**src/rtl/ucs_pkg.sv**
```systemverilog
package ucs_pkg;
  // ==========================================
  // command byte
  localparam logic [7:0] UCS_CMD_NOOP = 8'h00;
  localparam int UCS_TYPE_MSB = 7;
  localparam int UCS_TYPE_LSB = 6;
  localparam logic [1:0] UCS_TYPE_IDLE = 2'h0;
  localparam logic [1:0] UCS_TYPE_TX = 2'h1;
  localparam logic [1:0] UCS_TYPE_WR = 2'h2;
  localparam logic [1:0] UCS_TYPE_RD = 2'h3;
  localparam logic [5:0] UCS_PAY_EXT = 6'h2f;
  // ==========================================
  // status byte fields
  localparam int UCS_LS_LSB = 0;
  localparam int UCS_VB_LSB = 2;
  localparam int UCS_EV_LSB = 4;
  localparam int UCS_ID_BIT = 6;
  localparam int UCS_ALT_BIT = 7;
  localparam logic [7:0] UCS_STATUS_RST = 8'h00;
  localparam logic [1:0] UCS_VB_BELOW_END = 2'h0;
  localparam logic [1:0] UCS_VB_END_TO_VLD = 2'h1;
  localparam logic [1:0] UCS_VB_VLD_TO_HOST = 2'h2;
  localparam logic [1:0] UCS_VB_HOST_VLD = 2'h3;
  localparam logic [1:0] UCS_EV_NONE = 2'h0;
  localparam logic [1:0] UCS_EV_ACTIVE = 2'h1;
  localparam logic [1:0] UCS_EV_DISC = 2'h2;
  localparam logic [1:0] UCS_EV_ERROR = 2'h3;
  // ==========================================
  // line state
  localparam logic [1:0] UCS_SEL_HS = 2'h0;
  localparam logic [1:0] UCS_SEL_LS = 2'h2;
  localparam logic [1:0] UCS_LS_SQUELCH = 2'h0;
  localparam logic [1:0] UCS_LS_NOT_SQUELCH = 2'h1;
  // ==========================================
  // timing
  localparam int UCS_TURNAROUND_CYCLES = 1;

  typedef enum logic [3:0] {
    S_IDLE, S_ACC, S_ADDR, S_WDATA, S_WSTP, S_TX,
    S_RTA, S_RDRV, S_SUP, S_SDRV
  } ucs_state_t;
endpackage

```
**src/rtl/ucs_line_enc.sv**
```systemverilog
`timescale 1ns/1ps
module ucs_line_enc
  import ucs_pkg::*;
(
  input wire logic dp_i, // dp level
  input wire logic dm_i, // dm level
  input wire logic squelch_i, // hs squelch active
  input wire logic hs_diff_i, // hs differential receiver
  input wire logic [1:0] xcvr_select_i, // transceiver select
  input wire logic term_select_i, // termination select
  input wire logic chirp_mode_i, // host chirp opmode
  input wire logic host_role_i, // host role
  output logic [1:0] line_o // encoded line state
);
  // ==========================================
  // decode
  // role picks table
  wire chirp_w = host_role_i ? chirp_mode_i : term_select_i;
  wire hs_w = (xcvr_select_i == UCS_SEL_HS);
  wire ls_host_w = host_role_i && (xcvr_select_i == UCS_SEL_LS);
  wire [1:0] chirp_ls_w = {~hs_diff_i, hs_diff_i};
  wire [1:0] hs_ls_w = chirp_w ? chirp_ls_w : UCS_LS_NOT_SQUELCH;
  wire [1:0] hs_code_w = squelch_i ? UCS_LS_SQUELCH : hs_ls_w;
  wire [1:0] fs_code_w = ls_host_w ? {dp_i, dm_i} : {dm_i, dp_i};

  assign line_o = hs_w ? hs_code_w : fs_code_w;
endmodule

```
**src/rtl/ucs_port.sv**
```systemverilog
`timescale 1ns/1ps
module ucs_port
  import ucs_pkg::*;
(
  input wire logic clk_i, // clock
  input wire logic reset_i, // async reset, high
  input wire logic [7:0] data_i, // bus sampled in
  output logic [7:0] data_o, // bus driven out
  output logic data_oe_n_o, // bus drive enable, low
  input wire logic stp_i, // link stop
  output logic dir_o, // bus direction
  output logic nxt_o, // next / accept
  input wire logic dp_i, // dp level
  input wire logic dm_i, // dm level
  input wire logic squelch_i, // hs squelch
  input wire logic hs_diff_i, // hs diff receiver
  input wire logic [1:0] xcvr_select_i, // transceiver select
  input wire logic term_select_i, // termination select
  input wire logic chirp_mode_i, // host chirp opmode
  input wire logic host_role_i, // host role
  input wire logic session_end_flag_i, // below session end
  input wire logic session_valid_flag_i, // session valid
  input wire logic host_vbus_cmp_i, // host vbus comparator
  input wire logic fault_i, // external fault level
  input wire logic external_indicator_select_i, // use fault
  input wire logic indicator_passthrough_i, // pass fault
  input wire logic rx_active_i, // receive active
  input wire logic rx_error_i, // receive error
  input wire logic host_disconnect_i, // host disconnect
  input wire logic otg_role_pin_level_i, // id pin
  input wire logic bvalid_i, // b-session valid
  input wire logic bvalid_rise_en_i, // rise event enable
  input wire logic bvalid_fall_en_i, // fall event enable
  input wire logic low_power_i, // low power / serial
  input wire logic [7:0] rd_data_i, // register read data
  output logic [7:0] reg_addr_o, // register address
  output logic [7:0] reg_wdata_o, // register write data
  output logic reg_wr_o, // write strobe
  output logic reg_rd_o, // read strobe
  output logic [3:0] tx_pid_o, // packet identifier
  output logic [7:0] tx_byte_o, // transmit byte
  output logic tx_valid_o, // transmit byte strobe
  output logic tx_start_o, // line transmit start
  output logic tx_end_o // transmit end
);
  // ==========================================
  // state
  ucs_state_t st_q, st_d;
  logic dir_q, dir_d;
  logic nxt_q, nxt_d;
  logic [7:0] data_q, data_d;
  logic oe_n_q, oe_n_d;
  logic ta_q;
  logic [7:0] cmd_q, cmd_d;
  logic [6:0] sent_q, sent_d;
  logic alt_q, alt_clr_d;
  logic bval_q;
  logic [7:0] addr_q, addr_d;
  logic [7:0] wdata_q, wdata_d;
  logic wr_q, wr_d;
  logic rd_q, rd_d;
  logic [7:0] txb_q, txb_d;
  logic txv_q, txv_d;
  logic txs_q, txs_d;
  logic txe_q, txe_d;
  logic first_q, first_d;
  logic [1:0] line_w;

  // ==========================================
  // status byte
  ucs_line_enc u_line (
    .dp_i(dp_i),
    .dm_i(dm_i),
    .squelch_i(squelch_i),
    .hs_diff_i(hs_diff_i),
    .xcvr_select_i(xcvr_select_i),
    .term_select_i(term_select_i),
    .chirp_mode_i(chirp_mode_i),
    .host_role_i(host_role_i),
    .line_o(line_w)
  );

  wire fault_sel_w = external_indicator_select_i && indicator_passthrough_i;
  wire host_vbus_valid_flag_w = fault_sel_w ? fault_i : host_vbus_cmp_i;
  wire [1:0] vb_lo_w = session_end_flag_i ? UCS_VB_BELOW_END : UCS_VB_END_TO_VLD;
  wire [1:0] vb_mid_w = session_valid_flag_i ? UCS_VB_VLD_TO_HOST : vb_lo_w;
  wire [1:0] vbus_w = host_vbus_valid_flag_w ? UCS_VB_HOST_VLD : vb_mid_w;
  wire [1:0] act_w = rx_error_i ? UCS_EV_ERROR : UCS_EV_ACTIVE;
  wire [1:0] ev_act_w = rx_active_i ? act_w : UCS_EV_NONE;
  wire [1:0] rxev_w = host_disconnect_i ? UCS_EV_DISC : ev_act_w;
  wire [7:0] status_w = {alt_q, otg_role_pin_level_i, rxev_w, vbus_w, line_w};

  wire changed_w = (status_w[6:0] != sent_q) || alt_q;
  wire send_w = changed_w && !low_power_i;
  wire bv_rise_w = bvalid_i && !bval_q && bvalid_rise_en_i;
  wire bv_fall_w = !bvalid_i && bval_q && bvalid_fall_en_i;
  wire alt_set_w = bv_rise_w || bv_fall_w;

  // ==========================================
  // command decode
  // noop is not a command
  wire cmd_seen_w = (data_i != UCS_CMD_NOOP);
  wire [1:0] typ_w = cmd_q[UCS_TYPE_MSB:UCS_TYPE_LSB];
  wire ext_w = (cmd_q[5:0] == UCS_PAY_EXT);
  wire is_tx_w = (typ_w == UCS_TYPE_TX);
  wire is_wr_w = (typ_w == UCS_TYPE_WR);
  wire [7:0] imm_w = {2'h0, cmd_q[5:0]};

  // ==========================================
  // sequencer
  always_comb begin
    st_d = st_q;
    dir_d = dir_q;
    nxt_d = nxt_q;
    data_d = data_q;
    oe_n_d = 1'b1;
    cmd_d = cmd_q;
    sent_d = sent_q;
    alt_clr_d = 1'b0;
    addr_d = addr_q;
    wdata_d = wdata_q;
    wr_d = 1'b0;
    rd_d = 1'b0;
    txb_d = txb_q;
    txv_d = 1'b0;
    txs_d = 1'b0;
    txe_d = 1'b0;
    first_d = first_q;
    case (st_q)
      S_IDLE: begin
        dir_d = 1'b0;
        nxt_d = 1'b0;
        if (!ta_q && cmd_seen_w) begin
          nxt_d = 1'b1;
          cmd_d = data_i;
          st_d = S_ACC;
        end else if (!ta_q && send_w) begin
          dir_d = 1'b1;
          st_d = S_SUP;
        end
      end
      S_ACC: begin
        if (is_tx_w) begin
          first_d = 1'b1;
          st_d = S_TX;
        end else if (ext_w) begin
          st_d = S_ADDR;
        end else if (is_wr_w) begin
          addr_d = imm_w;
          st_d = S_WDATA;
        end else begin
          addr_d = imm_w;
          nxt_d = 1'b0;
          dir_d = 1'b1;
          rd_d = 1'b1;
          st_d = S_RTA;
        end
      end
      S_ADDR: begin
        addr_d = data_i;
        if (is_wr_w) begin
          st_d = S_WDATA;
        end else begin
          nxt_d = 1'b0;
          dir_d = 1'b1;
          rd_d = 1'b1;
          st_d = S_RTA;
        end
      end
      S_WDATA: begin
        wdata_d = data_i;
        nxt_d = 1'b0;
        st_d = S_WSTP;
      end
      S_WSTP: begin
        if (stp_i) begin
          wr_d = 1'b1;
          st_d = S_IDLE;
        end
      end
      S_TX: begin
        if (stp_i) begin
          nxt_d = 1'b0;
          txe_d = 1'b1;
          st_d = S_IDLE;
        end else begin
          txb_d = data_i;
          txv_d = 1'b1;
          txs_d = first_q;
          first_d = 1'b0;
        end
      end
      S_RTA: begin
        data_d = rd_data_i;
        oe_n_d = 1'b0;
        st_d = S_RDRV;
      end
      S_RDRV: begin
        dir_d = 1'b0;
        st_d = S_IDLE;
      end
      S_SUP: begin
        data_d = status_w;
        oe_n_d = 1'b0;
        sent_d = status_w[6:0];
        alt_clr_d = 1'b1;
        st_d = S_SDRV;
      end
      S_SDRV: begin
        dir_d = 1'b0;
        st_d = S_IDLE;
      end
      default: begin
        dir_d = 1'b0;
        nxt_d = 1'b0;
        st_d = S_IDLE;
      end
    endcase
  end

  // ==========================================
  // registers
  always_ff @(posedge clk_i or posedge reset_i) begin
    if (reset_i) begin
      st_q <= S_IDLE;
      dir_q <= 1'b0;
      nxt_q <= 1'b0;
      data_q <= UCS_STATUS_RST;
      oe_n_q <= 1'b1;
      ta_q <= 1'b0;
      cmd_q <= UCS_CMD_NOOP;
    end else begin
      st_q <= st_d;
      dir_q <= dir_d;
      nxt_q <= nxt_d;
      data_q <= data_d;
      oe_n_q <= oe_n_d;
      ta_q <= dir_q ^ dir_d;
      cmd_q <= cmd_d;
    end
  end

  always_ff @(posedge clk_i or posedge reset_i) begin
    if (reset_i) begin
      sent_q <= UCS_STATUS_RST[6:0];
      alt_q <= 1'b0;
      bval_q <= 1'b0;
    end else begin
      sent_q <= sent_d;
      alt_q <= alt_set_w || (alt_q && !alt_clr_d);
      bval_q <= bvalid_i;
    end
  end

  always_ff @(posedge clk_i or posedge reset_i) begin
    if (reset_i) begin
      addr_q <= 8'h00;
      wdata_q <= 8'h00;
      wr_q <= 1'b0;
      rd_q <= 1'b0;
      txb_q <= 8'h00;
      txv_q <= 1'b0;
      txs_q <= 1'b0;
      txe_q <= 1'b0;
      first_q <= 1'b0;
    end else begin
      addr_q <= addr_d;
      wdata_q <= wdata_d;
      wr_q <= wr_d;
      rd_q <= rd_d;
      txb_q <= txb_d;
      txv_q <= txv_d;
      txs_q <= txs_d;
      txe_q <= txe_d;
      first_q <= first_d;
    end
  end

  // ==========================================
  // outputs
  assign data_o = data_q;
  assign data_oe_n_o = oe_n_q;
  assign dir_o = dir_q;
  assign nxt_o = nxt_q;
  assign reg_addr_o = addr_q;
  assign reg_wdata_o = wdata_q;
  assign reg_wr_o = wr_q;
  assign reg_rd_o = rd_q;
  assign tx_pid_o = cmd_q[3:0];
  assign tx_byte_o = txb_q;
  assign tx_valid_o = txv_q;
  assign tx_start_o = txs_q;
  assign tx_end_o = txe_q;
endmodule

```
**config.mk**
```make
export PLATFORM = sky130hd
export DESIGN_NAME = ucs_port
export DESIGN_NICKNAME = d
export VERILOG_FILES = /design/src/rtl/ucs_pkg.sv /design/src/rtl/ucs_line_enc.sv /design/src/rtl/ucs_port.sv
export SDC_FILE = /design/constraint.sdc
export NUM_CORES = 1
export LEC_CHECK = 0
export BUFFER_PORTS_ARGS = -buffer_cell sky130_fd_sc_hd__buf_2
export CORE_UTILIZATION = 50
export CTS_BUF_LIST = sky130_fd_sc_hd__clkbuf_4 sky130_fd_sc_hd__clkbuf_8 sky130_fd_sc_hd__clkbuf_16
export DETAILED_ROUTE_END_ITERATION = 6
export PLACE_DENSITY = 0.77
export SKIP_LAST_GASP = 1
export SLEW_MARGIN = 5
export SYNTH_ARGS = -nofsm -noshare
export SYNTH_HDL_FRONTEND = slang
export SYNTH_HIERARCHICAL = 1
export SYNTH_SLANG_ARGS = --single-unit
```
**constraint.sdc**
```tcl
create_clock -name clk_i -period 3.6 [get_ports clk_i]
set_input_delay 1.08 -clock clk_i [delete_from_list [all_inputs] [get_ports clk_i]]
set_output_delay 1.08 -clock clk_i [all_outputs]
set_load 0.03 [all_outputs]
```
==> results.md <==
- Run status: finished clean
- Cell count after synthesis: ~270
- Worst slew pin tran: ~0.69 ns
- Initial antenna violation count: 0
- Final Setup Violations: 0
- Reg2Reg Setup Slack: around 1.5 ns
- Vias in the first global route: 2231
- Ratio of cells with drive above 1 in the final layout: 0.3933
- Post-synth ARST share: 1.000
- Cts hold-fix bufs: 0
- Critical Path AT: 2.96 ns
- CTS clk-pin slew, worst paths: 0.07 ns
- Setup CP Type: in -> reg
- CP Max Fanout: 3
- Final hold vios: 0
- Final hold slack: ~0.48 ns
- Unrepaired setup endpoints after global routing: false
- Post-route cell area: 3627 sq um
- Hold Crit Start: bval_q
- Boundary Pins: 86
- Critical path's slowest cell: o311a_1
- # resized after CTS: 0
- Startpoint types: input pin
- Final core occ: 0.6468
- Worst min-delay path class: reg -> reg
- Post-synth EDFFs: 0
- R2R Path Start: st_q[2]
- CTS tree: done
- WL/cell: 14.55 microns
- N_diodes: 0
- GP Congestion: 0.8290
- Bufs and invs on worst path: 1
- Post-synthesis sequential area ratio: 0.5303
- Critical-path cell list: buf_2, and3b_2, mux2i_1, o22ai_1, xor2_1, nor4_1, o21ai_0, o311a_1, a311oi_1
- DR vias/cell: 5.393
- Library cells used by synthesis: 52
- Fin crit period: around 2.7 ns
- Ys Warns: 6
- Tot GR Track Use: 0.2144
- Remaining antenna violation count after routing: 0
- Total wire length: approximately 6200 microns
- Dpl cells: 412
- Leak pwr: 1.657 nW
- Port Buffers: between 80 and 90
- Max-slew violations: 0
- Post-Place Cell Area: 3430 sq um
- Iteration-0 DRC Markers: 142
- H-Tree Depth: 3
- Rows: 27
- CTS Sinks: 63
- Via count: 2308
- Finished Layout Cells: 428
- Die span in y: 79.14 microns
- Setup TNS: 0 ns
- Max-Cap Viols: 0
- Final HPWL DP: 4689 microns
- Drt drc: 0
- Net Count, Synth: 308
- Top Family by Delay on Critical Path: compound AO/OA/AOI/OAI gates
- Pwr Density: 910.7 nW/um^2
- FF+latch count, synth: 63
- Tcrit/Tclk final: 0.7594
- Maximum clock rate: 365.8 MHz
- Area Overhead vs Synth: 21.91%
- First drt pass iteration count: 4
- Die width: between 70 and 80 microns
- Syn_area_per_cell: 11.19 sq um
- Largest net degree at the start of global routing: 32
- Worst setup startpoint: xcvr_select_i[0]
- Core area: ~5600 sq um
- Syn Std Cell Area: 2975 sq um
- CP peak stage delay: about 0.38 ns
- Max transition margin: 0.5402
- Crit. End Element: flip-flop
- Num CTS Buffers: 9
- Layout Nets: 393
- Clk Latency, worst-skew pair: 0.33 ns
- Clock Path Buffers: 2
- Grt ovf: 0
- Clock skew: between 0.007 and 0.008 ns
- Die area: 6263 sq um
- First-pass GRT wire length: 10150 microns
- Top_reg_cell synth: dfrtp_1
- Worst vdd ir: 0.6179 mV
- Initial Utilization: 0.5306
- CTS Root Cell: clkbuf_8
- CP Data Required Time: between 3 and 4 ns
- Postcts setup bufs: 0
worst paths after layout:
path / endpoint / depth (start not counted)
min: alt_q / 1
max reg2reg: ta_q / 5
min in group asynchronous: tx_byte_o[6] / 2
max: ta_q / 9
max in group asynchronous: data_oe_n_o / 3
min reg2reg: alt_q / 1
power by group:
part / total [mW] / internal (mW) / switching (mW) / leakage (nW)
Clock: 0.599 / 0.334 / 0.264 / 0.0981
Sequential: 1.20 / 0.994 / 0.206 / 0.737
Combinational: 1.50 / 0.575 / 0.929 / 0.822
Total: 3.30 / 1.90 / 1.40 / 1.66
metrics by stage:
step | setup WS [ns] | total power, mW
finish | 0.8661 | 3.303
global route | 0.6999 | 3.503
CTS | 0.8797 | 3.331
detailed placement | 0.5196 | 2.725
global placement | 0.6645 | 2.677
floorplan | 0.8870 | 2.362
kinds of logic after synthesis:
family	Yosys count	synth area share
and+or+nand+nor	87	0.1556
buffers and inverters	18	0.03448
DFF	63	0.5303
muxes	41	0.1480
xor gates and xnor gates	6	0.01766
AOI/OAI and AO/OA	51	0.1140
state kept, by name, summed over array words and instances (netlist names):
name / cells
data_o: 8
alt_q: 1
st_q: 4
tx_start_o: 1
cmd_q: 8
nxt_o: 1
reg_wdata_o: 8
sent_q: 7
data_oe_n_o: 1
first_q: 1
tx_byte_o: 8
dir_o: 1
ta_q: 1
reg_wr_o: 1
reg_addr_o: 8
tx_valid_o: 1
bval_q: 1
reg_rd_o: 1
tx_end_o: 1
worst register-to-register path: stages, from the launching register on:
cell and delay, ns:
dfrtp_1 0.53, nor3_1 0.33, nand2_1 0.34, o221a_4 0.40, mux2i_1 0.12, a311oi_1 0.27
cell type report:
class / count / area [sq um]
clock buffers: 10 / 137.6
clock inverters: 6 / 60.06
fillers: 472 / 1981
inverters: 3 / 11.26
multi-input cells: 185 / 1295
flip-flops and latches: 63 / 1578
well taps: 72 / 90.09
repair buffers: 89 / 455.4
cell usage after synthesis, drive strengths merged, types with 2 or more instances:
master  instances  area (sq um)
a211o           2         18.77
a21o            2         15.01
a21oi          17         88.84
a22o            2         17.52
and2            2         12.51
and3            2         12.51
buf             9         68.81
clkbuf          6         22.52
dfrtp          62          1551
inv             3         11.26
mux2           24         270.3
mux2i          17         170.2
nand2          19         71.32
nand2b          6         37.54
nand3b          3         22.52
nor2           24         97.59
nor2b           2         12.51
nor3           11         60.06
nor4            6         37.54
o21ai          12         60.06
o22ai           3         18.77
or3             3         18.77
or3b            2         17.52
xnor2           2         17.52
xor2            4         35.03
cell usage in the layout, fill, tap and decap left out, types with 2 or more instances in the layout:
cell type and n:
a21o_1 2, a21oi_1 16, a22o_1 2, and2_1 2, and3_1 2, buf_2 85
buf_4 4, clkbuf_8 10, clkinv_2 3, clkinvlp_4 2, dfrtp_1 62, inv_1 2
mux2_2 24, mux2i_1 17, nand2_1 19, nand2b_1 6, nand3b_1 3, nor2_1 23
nor2b_1 2, nor3_1 10, nor4_1 6, o21ai_0 12, o22ai_1 3, or3_1 3
or3b_2 2, xnor2_1 2, xor2_1 4
metal layers:
layer  vias up  global-route usage  routed length (microns)
met5         -                   0                        0
met4         0              0.1145                       98
met3         9             0.04368                      298
met2        63              0.3491                     2974
met1      1111              0.2677                     2857
li1       1125                   -                        -
Note: power is estimated with default switching activity, not from simulation.
